==> config.mk <==
export PLATFORM = sky130hd
export DESIGN_NAME = dce_cond_eval
export DESIGN_NICKNAME = d
export VERILOG_FILES = /design/src/dce_pkg.sv /design/src/dce_flag_eval.sv /design/src/dce_cond_eval.sv
export SDC_FILE = /design/constraint.sdc
export NUM_CORES = 1
export LEC_CHECK = 0
export BUFFER_PORTS_ARGS = -buffer_cell sky130_fd_sc_hd__clkbuf_2
export CAP_MARGIN = 20
export CELL_PAD_IN_SITES_DETAIL_PLACEMENT = 2
export CELL_PAD_IN_SITES_GLOBAL_PLACEMENT = 2
export CORE_MARGIN = 2
export CORE_UTILIZATION = 10
export DETAILED_ROUTE_END_ITERATION = 12
export PLACE_DENSITY_LB_ADDON = 0.1
export SLEW_MARGIN = 10
export SYNTH_ARGS = -nofsm -noshare
export SYNTH_HDL_FRONTEND = slang
export SYNTH_HIERARCHICAL = 1
export SYNTH_SLANG_ARGS = --single-unit
==> constraint.sdc <==
create_clock -name ref_clk_in -period 1.4 [get_ports ref_clk_in]
set_input_delay 0 -clock ref_clk_in [delete_from_list [all_inputs] [get_ports ref_clk_in]]
set_output_delay 0 -clock ref_clk_in [all_outputs]
set_load 0.01 [all_outputs]
==> src/dce_pkg.sv <==
package dce_pkg;

  // instruction word layout
  localparam int INSTR_W        = 16;
  localparam int MASK_LSB       = 0;   // four-bit mask field
  localparam int STATE_LSB      = 4;   // four-bit expected-state field
  localparam int FLAG_W         = 4;
  localparam int SRC_LSB        = 8;   // two-bit source selector
  localparam int COUNT_BIT      = 12;  // one or two instructions
  localparam int SUM_W          = 32;

  // flag positions inside the four-bit fields
  localparam int FLAG_CARRY     = 0;
  localparam int FLAG_OVERFLOW  = 1;
  localparam int FLAG_NEGATIVE  = 2;
  localparam int FLAG_ZERO      = 3;

  // condition source codes
  localparam logic [1:0] SRC_PIN_LOW = 2'h0;
  localparam logic [1:0] SRC_TC_SET  = 2'h1;
  localparam logic [1:0] SRC_TC_CLR  = 2'h2;
  localparam logic [1:0] SRC_NONE    = 2'h3;

  // reset values
  localparam logic       RST_COND    = 1'b0;
  localparam logic [1:0] RST_SKIP    = 2'h0;
  localparam logic       RST_VALID   = 1'b0;

  // instruction counts for conditional execute
  localparam logic [1:0] COUNT_ONE   = 2'h1;
  localparam logic [1:0] COUNT_TWO   = 2'h2;

  typedef struct packed {
    logic zero;
    logic negative;
    logic overflow;
    logic carry;
  } dce_flags_t;

  typedef struct packed {
    logic       valid;
    logic       cond_exec;
    logic [INSTR_W-1:0] word;
  } dce_instr_t;

endpackage : dce_pkg

==> src/dce_flag_eval.sv <==
`timescale 1ns/1ps
// combinational flag condition evaluation
module dce_flag_eval (
  // inputs
  input  wire logic [dce_pkg::SUM_W-1:0] sum_in,
  input  wire logic                      overflow_in,
  input  wire logic                      carry_in,
  // result
  output      dce_pkg::dce_flags_t       flags_out
);

  // evaluate the four conditions of the main sum register
  always_comb begin
    flags_out.zero     = (sum_in == '0);                       // RQ2
    flags_out.negative = sum_in[dce_pkg::SUM_W-1];             // RQ2
    flags_out.overflow = overflow_in;                          // RQ2
    flags_out.carry    = carry_in;                             // RQ2
  end

endmodule : dce_flag_eval

==> src/dce_cond_eval.sv <==
`timescale 1ns/1ps
// How it works
// (RQ1) Selector 00 tests pin low, 01 flag set, 10 flag clear, 11 none.
// (RQ2) Four flags: sum zero, sum negative, overflow, carry.
// (RQ3) Low four instruction bits form the flag mask.
// (RQ4) Mask one selects a flag; unmasked flags never matter.
// (RQ5) Bits four to seven give each selected flag's expected state.
// (RQ6) Mask ANDed with matched flags; any set bit means condition met.
// (RQ7) Conditional execute runs one or two next instructions on count field.
// (RQ8) One registered condition-true output feeds the program sequencer.
module dce_cond_eval (
  // clock and reset
  input  wire logic                      ref_clk_in,
  input  wire logic                      rst_n_in,
  // instruction from instruction register
  input  wire dce_pkg::dce_instr_t       instr_in,
  // processor state
  input  wire logic [dce_pkg::SUM_W-1:0] main_sum_register_in,
  input  wire logic                      overflow_in,
  input  wire logic                      carry_in,
  input  wire logic                      test_control_flag_in,
  input  wire logic                      branch_input_pin_in,
  // to program sequencer
  output      logic                      cond_valid_out,
  output      logic                      cond_true_out,
  output      logic [1:0]                exec_count_out
);

  // flag conditions of the main sum register
  dce_pkg::dce_flags_t        flags;
  logic [dce_pkg::FLAG_W-1:0] flag_vec;

  // fields of the instruction word
  logic [dce_pkg::FLAG_W-1:0] mask;
  logic [dce_pkg::FLAG_W-1:0] expect_st;
  logic [1:0]                 condition_source_select;
  logic                       count_two;
  logic                       mask_empty;

  // one select line per source code
  logic                       sel_pin_low;
  logic                       sel_tc_set;
  logic                       test_control_clear_cond;
  logic                       sel_none;

  // the three source conditions before selection
  logic                       pin_low_cond;
  logic                       tc_set_cond;
  logic                       tc_clr_cond;

  // per-flag and combined results
  logic [dce_pkg::FLAG_W-1:0] match;
  logic                       src_ok;
  logic                       flag_ok;
  logic                       cond_d;

  // count of instructions to run conditionally
  logic [1:0]                 count_d;

  // next values of the result registers
  logic                       cond_valid_d;
  logic                       cond_true_d;
  logic [1:0]                 exec_count_d;

  // result registers, one per output
  logic                       cond_valid_q;
  logic                       cond_true_q;
  logic [1:0]                 exec_count_q;

  // zero and negative from the sum, overflow and carry passed through
  // flags must already reflect the instruction ahead of this one
  dce_flag_eval i_dce_flag_eval (
    .sum_in      (main_sum_register_in),
    .overflow_in (overflow_in),
    .carry_in    (carry_in),
    .flags_out   (flags)                                   // RQ2
  );

  // place each flag at its bit of the mask and state fields
  always_comb begin
    flag_vec                         = '0;
    flag_vec[dce_pkg::FLAG_ZERO]     = flags.zero;          // RQ2
    flag_vec[dce_pkg::FLAG_NEGATIVE] = flags.negative;      // RQ2
    flag_vec[dce_pkg::FLAG_OVERFLOW] = flags.overflow;      // RQ2
    flag_vec[dce_pkg::FLAG_CARRY]    = flags.carry;         // RQ2
  end

  // low nibble is the mask of flags under test
  assign mask =
    instr_in.word[dce_pkg::MASK_LSB +: dce_pkg::FLAG_W];    // RQ3

  // next nibble is the expected state of each tested flag
  assign expect_st =
    instr_in.word[dce_pkg::STATE_LSB +: dce_pkg::FLAG_W];   // RQ5

  // two-bit source selector
  assign condition_source_select =
    instr_in.word[dce_pkg::SRC_LSB +: 2];                   // RQ1

  // count bit: cleared for one instruction, set for two
  assign count_two = instr_in.word[dce_pkg::COUNT_BIT];     // RQ7

  // an all-zero mask tests no flag at all
  assign mask_empty = (mask == '0);                         // RQ4

  // one-hot decode of the source selector
  always_comb begin
    sel_pin_low             = 1'b0;
    sel_tc_set              = 1'b0;
    test_control_clear_cond = 1'b0;
    sel_none                = 1'b0;
    case (condition_source_select)
      dce_pkg::SRC_PIN_LOW: sel_pin_low             = 1'b1; // RQ1
      dce_pkg::SRC_TC_SET:  sel_tc_set              = 1'b1; // RQ1
      dce_pkg::SRC_TC_CLR:  test_control_clear_cond = 1'b1; // RQ1
      default:              sel_none                = 1'b1; // RQ1
    endcase
  end

  // raw source conditions; the branch pin counts when low
  assign pin_low_cond = ~branch_input_pin_in;               // RQ1
  assign tc_set_cond  = test_control_flag_in;               // RQ1
  assign tc_clr_cond  = ~test_control_flag_in;              // RQ1

  // selected source condition, false for the no-condition code
  always_comb begin
    if (sel_pin_low) begin
      src_ok = pin_low_cond;                                // RQ1
    end else if (sel_tc_set) begin
      src_ok = tc_set_cond;                                 // RQ1
    end else if (test_control_clear_cond) begin
      src_ok = tc_clr_cond;                                 // RQ1
    end else begin
      src_ok = 1'b0;                                        // RQ1
    end
  end

  // per-flag test: masked flag agrees with its expected state
  genvar gi;
  generate
    for (gi = 0; gi < dce_pkg::FLAG_W; gi++) begin : g_match
      logic tested;
      logic agrees;
      // a cleared mask bit keeps this flag out of the result
      assign tested    = mask[gi];                          // RQ4
      // set state bit wants the flag true, cleared wants it false
      assign agrees    = (flag_vec[gi] == expect_st[gi]);   // RQ5
      assign match[gi] = tested & agrees;                   // RQ4
    end
  endgenerate

  // any surviving bit of the masked result meets the condition
  assign flag_ok = |match;                                  // RQ6

  // selector 11 leaves flags only, an empty mask leaves source only
  always_comb begin
    if (sel_none) begin
      cond_d = flag_ok;                                     // RQ6
    end else if (mask_empty) begin
      cond_d = src_ok;                                      // RQ1
    end else begin
      cond_d = src_ok | flag_ok;                            // RQ1 RQ6
    end
  end

  // conditional execute runs one or two instructions when met
  always_comb begin
    if (instr_in.cond_exec && cond_d) begin
      if (count_two) begin
        count_d = dce_pkg::COUNT_TWO;                       // RQ7
      end else begin
        count_d = dce_pkg::COUNT_ONE;                       // RQ7
      end
    end else begin
      count_d = dce_pkg::RST_SKIP;
    end
  end

  // a cycle without an instruction reports nothing
  always_comb begin
    cond_valid_d = instr_in.valid;
    cond_true_d  = instr_in.valid & cond_d;                 // RQ8
    if (instr_in.valid) begin
      exec_count_d = count_d;                               // RQ7
    end else begin
      exec_count_d = dce_pkg::RST_SKIP;
    end
  end

  // valid echo register
  always_ff @(posedge ref_clk_in) begin
    if (!rst_n_in) begin
      cond_valid_q <= dce_pkg::RST_VALID;
    end else begin
      cond_valid_q <= cond_valid_d;
    end
  end

  // condition-true register
  always_ff @(posedge ref_clk_in) begin
    if (!rst_n_in) begin
      cond_true_q <= dce_pkg::RST_COND;
    end else begin
      cond_true_q <= cond_true_d;                           // RQ8
    end
  end

  // instruction count register
  always_ff @(posedge ref_clk_in) begin
    if (!rst_n_in) begin
      exec_count_q <= dce_pkg::RST_SKIP;
    end else begin
      exec_count_q <= exec_count_d;                         // RQ7
    end
  end

  // outputs straight from the result registers, glitch free
  assign cond_valid_out = cond_valid_q;
  assign cond_true_out  = cond_true_q;                      // RQ8
  assign exec_count_out = exec_count_q;                     // RQ7

endmodule : dce_cond_eval

Word-level counts from Yosys, hierarchy flattened
Index checks and enable logic that the tools add are counted.
{"block": "word_totals", "mem_count": 0, "word_cells": 33, "latch_bits": 0, "mem_bits_rw": 0, "regBits": 4, "rom_bits": 0}
{"block": "classes", "multipliers": 0, "order_cmp": 0, "shift": 0, "n_eq_ne": 6, "add_sub_neg": 0, "div_mod_pow": 0, "reduce_logical": 7, "mux": 9, "bitwise": 8}
{"cell": "zero test 32 bit", "n": 1}
{"cell": "2-to-1 mux 1 bit", "n": 8}
{"cell": "bitwise AND 1 bit", "n": 5}
{"cell": "== test 1 bit", "n": 4}
{"cell": "zero test 4 bit", "n": 1}
{"cell": "OR reduction 4 bit", "n": 1}
{"cell": "AND reduction 3 bit", "n": 1}
{"cell": "OR reduction 3 bit", "n": 1}
{"cell": "== test 2 x 1 -> 1 bit (second input constant)", "n": 1}
{"cell": "== test 2 bit (second input constant)", "n": 1}
{"cell": "zero test 2 bit", "n": 1}
{"cell": "2-to-1 mux 2 bit", "n": 1}
{"cell": "inverter 1 bit", "n": 2}
{"cell": "logical AND 1 bit", "n": 1}
{"cell": "OR 1 bit", "n": 1}

Logic depth before layout (Yosys ltp)
Gate-level depths: netlist of the first run.
{"block": "logic_depth", "depth_word": 10, "depth_mapped": 6, "mapped_depth_nobuf": 6}

Hierarchy
The synthesis of the first run kept the hierarchy.
{"module": "dce_cond_eval", "area_each_um2": 186.4, "cells_each": 18, "seq_area_each_um2": 80.1, "instances": 1}
{"module": "dce_flag_eval", "area_each_um2": 95.1, "cells_each": 14, "seq_area_each_um2": 0.0, "instances": 1}

Worst setup path before layout of the first run
Ideal clock, no wire load.
{"block": "synth_path", "path_type": "input-to-reg", "startpoint": "input main_sum_register_in[26] (netlist bit)", "endpoint": "register exec_count_q[0] (netlist: exec_count_out[0])", "setup_ns": 0.138, "slack_ns": 0.228, "t_arrival_ns": 1.034, "path_stages": 6, "cell_sequence": "nor4_1 nand4_1 nor2_1 xnor2_1 a222oi_1 a211oi_1"}
{"block": "synth_between", "elab_chain_len": 9}
{"element": "start, declared", "line_no": "dce_cond_eval.sv:18", "rtl": "input wire logic [dce_pkg::SUM_W-1:0] main_sum_register_in,"}
{"element": "zero test 32 bit *", "line_no": "dce_flag_eval.sv:14", "rtl": "flags_out.zero = (sum_in == '0);"}
{"element": "named net flag_vec, one bit", "line_no": "dce_cond_eval.sv:31", "rtl": "logic [dce_pkg::FLAG_W-1:0] flag_vec;"}
{"element": "== test 1 bit *", "line_no": "dce_cond_eval.sv:147", "rtl": "assign agrees = (flag_vec[gi] == expect_st[gi]);"}
{"element": "bitwise AND 1 bit *", "line_no": "dce_cond_eval.sv:148", "rtl": "assign match[gi] = tested & agrees;"}
{"element": "OR reduction 4 bit *", "line_no": "dce_cond_eval.sv:153", "rtl": "assign flag_ok = |match;"}
{"element": "OR 1 bit", "line_no": "dce_cond_eval.sv:162", "rtl": "cond_d = src_ok | flag_ok;"}
{"element": "2-to-1 mux 1 bit", "line_no": "dce_cond_eval.sv:159", "rtl": "end else if (mask_empty) begin"}
{"element": "2-to-1 mux 1 bit *", "line_no": "dce_cond_eval.sv:157", "rtl": "if (sel_none) begin"}
{"element": "logical AND 1 bit *", "line_no": "dce_cond_eval.sv:168", "rtl": "if (instr_in.cond_exec && cond_d) begin"}
{"element": "AND reduction 3 bit (no source line) *"}
{"element": "end signal, assigned", "line_no": "dce_cond_eval.sv:211", "rtl": "exec_count_q <= dce_pkg::RST_SKIP;"}
{"element": "end signal, assigned", "line_no": "dce_cond_eval.sv:213", "rtl": "exec_count_q <= exec_count_d;"}
{"element": "end, declared", "line_no": "dce_cond_eval.sv:68", "rtl": "logic [1:0] exec_count_q;"}
The timed path passes the listed nets; every way through them passes the cells marked *.
A chain may end at the register's enable or synchronous reset.

Worst setup path in the final report of the first run
{"block": "layout_path", "startpoint": "input main_sum_register_in[18] (netlist bit)", "endpoint": "register exec_count_q[0] (netlist: exec_count_out[0])"}
Same word-level chain as after synthesis.

==> impl_results.md, run 1 <==
- CTS max path bufs: 2
- Worst endpoint data arrival time: 1.30 ns
- Synth area leaders: dfxtp_1, nor4_1, xnor2_1
- Leading area contributor after synthesis: dfxtp_1
- Hold EP: exec_count_out[0]$_SDFF_PN0_
- Max-slew headroom: 80.1%
- Ys Warns: 6
- RSZ-0062 raised after global routing: false
- Worst hold stages: 3
- Post-synth top area share: 28.4%
- First-pass GRT wire length: 2130 um
- Endpoints failing hold: 0
- Power per cell area: 628 nW/um2
- Slew Limit Fails: 0
- Kind of end point of the critical path: flop
- CTS tree: built
- Most common cell in the synthesized netlist: nor4_1
- 1st-iter DRT viols: 7
- Clk sinks: 4
- Synth async-reset ratio: 0%
- Met1 Use GR: 7.45%
- Yosys cell types: 17
- Die height: 57.1 um
- Synth Register Bits: 4
- EDFF count, synth: 0
- Post-layout util: 22.7%
- Mapped Cells: 32
- Final Wtd Congestion: 0.617
- Die Wd: 57.1 um
- Hold Slack: 0.0127 ns
- GR met3 Demand/Resource: 2.95%
- Drt drc: 0
- HP Start: instr_in[16]
- Final WL: 1300 um
- Vias in the first global route: 555
- CP Max Fanout: 3
- CTS Buf Count: 3
- Max_cap viols: 0
- Place WS: -0.0793 ns
- Inserted Diodes: 0
- Fin crit period: 1.20 ns
- Total nets after synthesis: 88
- Final setup vio count: 0
- Met2 Usage GRT: 16.4%
- Detailed placement HPWL: 1260 um
- Num ports: 60
- Worst path cell trace: clkbuf_2 > nor4_1 > nand4_1 > nor2_1 > xnor2_1 > a222oi_1 > buf_4 > a211oi_1
- VDD IR max: 0.000343 V
- Initial antenna violation count: 0
- Cell depth of the worst setup path: 8
- Crit start category: input pin
- Syn Std Cell Area: 282 um2
- Commonest cells in the netlist: nor4_1, dfxtp_1, xnor2_1
- Avg Inst Size Synth: 8.80 um2
- DR vias: 475
- Ys flop type: dfxtp_1
- Critical path required time: 1.50 ns
- Layout overhead on the synthesized area: 118%
- Slowest CP cell: nor4_1
- Port bufs: 54
- Clock transition at the registers of the reported paths: 0.04 ns
- Via density: 3.99
- Antenna-violating nets left: 0
- Wire per inst: 10.9 um
- Worst path top cell family by delay: simple AND/OR/NAND/NOR gates
- Worst path bufs/invs: 2
- CP max stage delay: 0.30 ns
- Cell leakage power: 0.319 nW
- Post-route worst setup slack: 0.202 ns
- Critical path type: input pin to flop
- Sequential fraction of the synthesis area: 28.4%
- Tot GR Track Use: 8.37%
- GRT Residual Overflow: 0
- Post-CTS Setup Bufs: 0
- Worst hold path type: input pin to flop
- Starting Density: 10.4%
- Drt first pass iters: 4
- Status: finished, final reports clean
- Final period utilization: 85.6%
- Final nets: 146
- FP Rows: 19
- Layout cells sized above 1: 68.2%
- Grt peak-use layer: met2
- Largest net degree at the start of global routing: 5
- Peak Freq: 0.834 GHz
- Die Area: 3260 um2
- Actual slew at the worst max-slew pin: 0.298 ns
- Fillcell total: 340
- H-tree levels: 1
- CTS Root Cell: clkbuf_4
- Core area: 2710 um2
per-stage QoR:
step	instances	area, um2	power (W)	setup TNS (ns)
finish	119	614	0.000386	0
global route	119	614	0.000416	0
CTS	119	608	0.000394	0
detailed placement	115	576	0.000241	-0.211
global placement	115	576	0.000238	-0.106
floorplan	32	282	0.000160	0
logic make-up (layout without fill, tap and decap cells):
group | count (synthesis) | in the layout | synth area share, %
compound gates | 5 | 5 | 13.3
xor+xnor | 4 | 4 | 12.4
buf+inv | 3 | 59 | 8.00
flops | 4 | 4 | 28.4
mux | 1 | 1 | 3.56
simple gates | 15 | 15 | 34.2
report_power, final:
part           internal (W)  switching (W)
logic             0.0000757      0.0000433
clock network     0.0000961      0.0000496
registers          0.000120     0.00000131
cell type report:
type                       count  area [um2]  area share (%)
clock buffer                   3        22.5            3.67
multi-input combinational     25         185            30.1
sequential                     4        80.1            13.0
tap                           31        38.8            6.31
timing repair buffer          56         288            46.8
registers in the layout, summed over array words and instances, names as in the netlist:
register / count
cond_true_out: 1
cond_valid_out: 1
exec_count_out: 2
tightest hold or removal path, stage by stage:
cell and delay, ns:
clkbuf_2 0.09, nand2_1 0.06, a211oi_1 0.05
worst max path at each step:
stage,start,end,slack [ns]
floorplan,main_sum_register_in[26],exec_count_out[0]$_SDFF_PN0_,0.23
global placement,main_sum_register_in[8],exec_count_out[1]$_SDFF_PN0_,-0.04
detailed placement,main_sum_register_in[18],exec_count_out[0]$_SDFF_PN0_,-0.08
CTS,main_sum_register_in[18],exec_count_out[0]$_SDFF_PN0_,0.17
global route,main_sum_register_in[18],exec_count_out[0]$_SDFF_PN0_,0.01
finish,main_sum_register_in[18],exec_count_out[0]$_SDFF_PN0_,0.20
layout by cell type (no fill, tap or decap):
master         synthesis  layout
buf_4                  3       1
a22oi_1                1       1
nand2_1                1       1
or3b_1                 1       1
dlygate4sd3_1          0       1
a21boi_1               1       1
nor4_2                 1       2
a21oi_1                1       1
nor4_1                 7       6
clkbuf_4               0       3
mux2i_1                1       1
a211oi_1               1       1
nand4_1                2       2
clkbuf_2               0      54
nand3_1                1       1
xnor2_1                4       4
dfxtp_1                4       4
and2_1                 1       1
nor2_1                 1       1
a222oi_1               1       1
what timing repair did:
item,in CTS,in global routing
hold buffers,1,0
endpoints found under the setup margin,0,1
endpoints found under the hold margin,1,0
resized for setup,0,1
per-layer routing:
layer / vias to the layer above / wire (um)
li1: 240 / -
met1: 206 / 397
met2: 29 / 754
met3: 0 / 145
met4: 0 / 0
met5: - / 0
Note: power is estimated with default switching activity, not from simulation.
==> run 2: changes to the inputs <==
Settings changed: BUFFER_PORTS_ARGS -buffer_cell sky130_fd_sc_hd__clkbuf_2 to unset, CORE_UTILIZATION 10 to 19, DONT_BUFFER_PORTS set to 1.
==> run 2 against run 1 <==
Die area down 45%. Largest cell class is now multi-input gates. Sequential power hardly changed. Worst setup slack improved by 0.030 ns. Clock power fell by 7%. Largest power group unchanged. Via count is 37% lower.
==> impl_results.md, run 2 (same netlist as run 1, synthesis figures left out) <==
- Final nets: 94
- FP Rows: 13
- Worst endpoint data arrival time: 1.27 ns
- Worst hold path type: input pin to flop
- Layout overhead on the synthesized area: 20.9%
- GRT Residual Overflow: 0
- Slowest CP cell: dlygate4sd3_1
- CP max stage delay: 0.58 ns
- CTS Root Cell: clkbuf_4
- CP Max Fanout: 4
- RSZ-0062 raised after global routing: false
- Clk sinks: 4
- Most common cell after layout, fill and taps aside: nor4_1
- Kind of end point of the critical path: flop
- Final WL: 850 um
- Num ports: 60
- 1st-iter DRT viols: 1
- Antenna-violating nets left: 0
- DR vias: 298
- Die height: 42.5 um
- # placed instances: 44
- Slew Limit Fails: 0
- Actual slew at the worst max-slew pin: 0.498 ns
- First-pass GRT wire length: 1320 um
- H-tree levels: 1
- Largest net degree at the start of global routing: 5
- VDD IR max: 0.000172 V
- Post-layout util: 25.2%
- Commonest cells after routing, fill and taps aside: nor4_1, xnor2_1, dfxtp_1, dlygate4sd3_1, clkbuf_4
- Max-slew headroom: 66.8%
- Max reg flops: 2
- Die Wd: 42.5 um
- Fin crit period: 1.17 ns
- Final Wtd Congestion: 0.599
- Critical path required time: 1.50 ns
- Register area: 80.1 um2
- Wire per inst: 16.7 um
- Layout cells sized above 1: 11.1%
- Peak Freq: 0.856 GHz
- Area of the multi-input gates: 179 um2
- Endpoints failing hold: 0
- Fillcell total: 168
- Core area: 1350 um2
- Vias in the first global route: 333
- Worst path cell trace: dlygate4sd3_1 > and2_1 > dlygate4sd3_1
- Power per cell area: 888 nW/um2
- Post-CTS Setup Bufs: 0
- Via density: 5.84
- CTS Buf Count: 3
- Final Instance Count excl. Fillers: 51
- Drt first pass iters: 4
- Status: finished, final reports clean
- Inserted Diodes: 0
- Final setup vio count: 0
- Crit path from: instr_in[17]
- Drt drc: 0
- Most used cell, CP: dlygate4sd3_1
- Critical path type: input pin to flop
- Starting Density: 20.9%
- Final period utilization: 83.5%
- Max_cap viols: 0
- Crit start category: input pin
- Pwr Total: 0.000302 W
- CTS max path bufs: 2
- CTS tree: built
- Initial antenna violation count: 0
- Clock transition at the registers of the reported paths: 0.04 ns
- Cell leakage power: 0.101 nW
- Tot GR Track Use: 10.0%
- Setup crit end: cond_valid_out$_SDFF_PN0_
- Die Area: 1810 um2
- Port bufs: 0
-- run 2: cell types whose count changed in the layout (fill, tap and decap cells not counted), sizes merged --
cell	previous run	this run
clkbuf	57	3
dlygate4sd3	1	4
buf	1	0
-- run 2: area by class of cell --
cell class                 count  area share, %
clock buffer                   3           6.62
multi-input combinational     25           52.6
sequential                     4           23.5
tap                           15           5.51
timing repair buffer           4           11.8
-- run 2: worst min path at each step --
stage	cells past startpoint	to	start
2_1_floorplan	1	exec_count_out[0]$_SDFF_PN0_	instr_in[12]
3_3_place_gp	1	exec_count_out[0]$_SDFF_PN0_	instr_in[12]
3_5_place_dp	1	exec_count_out[0]$_SDFF_PN0_	instr_in[12]
4_1_cts	2	cond_true_out$_SDFF_PN0_	instr_in[1]
5_1_grt	2	exec_count_out[1]$_SDFF_PN0_	instr_in[1]
6_report	2	cond_true_out$_SDFF_PN0_	instr_in[1]
-- run 2: what timing repair did --
item                       4_1_cts  5_1_grt
hold buffers                     4        0
hold endpoints to repair         3        0
gates resized for setup          0        0
setup endpoints to repair        0        0
-- run 2: layer usage --
layer | vias to the layer above | global-route usage [%] | part of all wire (%)
met3 | 2 | 2.59 | 12
met4 | 0 | 9.38 | 1.3
met2 | 28 | 16.9 | 55
met5 | - | 0 | 0
li1 | 134 | - | -
met1 | 134 | 9.72 | 32
-- run 2: power breakdown --
group          switching (W)  internal (W)
clock              0.0000404     0.0000955
combinational      0.0000160     0.0000263
sequential        0.00000424      0.000120
-- run 2: critical path, delay by kind of cell --
kind                   cells  cell delay [ns]
buffers and inverters      2             1.10
and+or+nand+nor            1             0.17
-- run 2: per-stage QoR --
stage | TNS, ns | hold WS (ns) | worst slack [ns] | instance area, um2
5_1_grt | 0 | 0.0655 | 0.0312 | 340
4_1_cts | 0 | 0.0588 | 0.196 | 340
3_3_place_gp | 0 | 0.0775 | 0.0547 | 278
3_5_place_dp | -0.117 | 0.0787 | -0.0455 | 278
2_1_floorplan | 0 | 0.0728 | 0.228 | 282
6_report | 0 | 0.0509 | 0.231 | 340
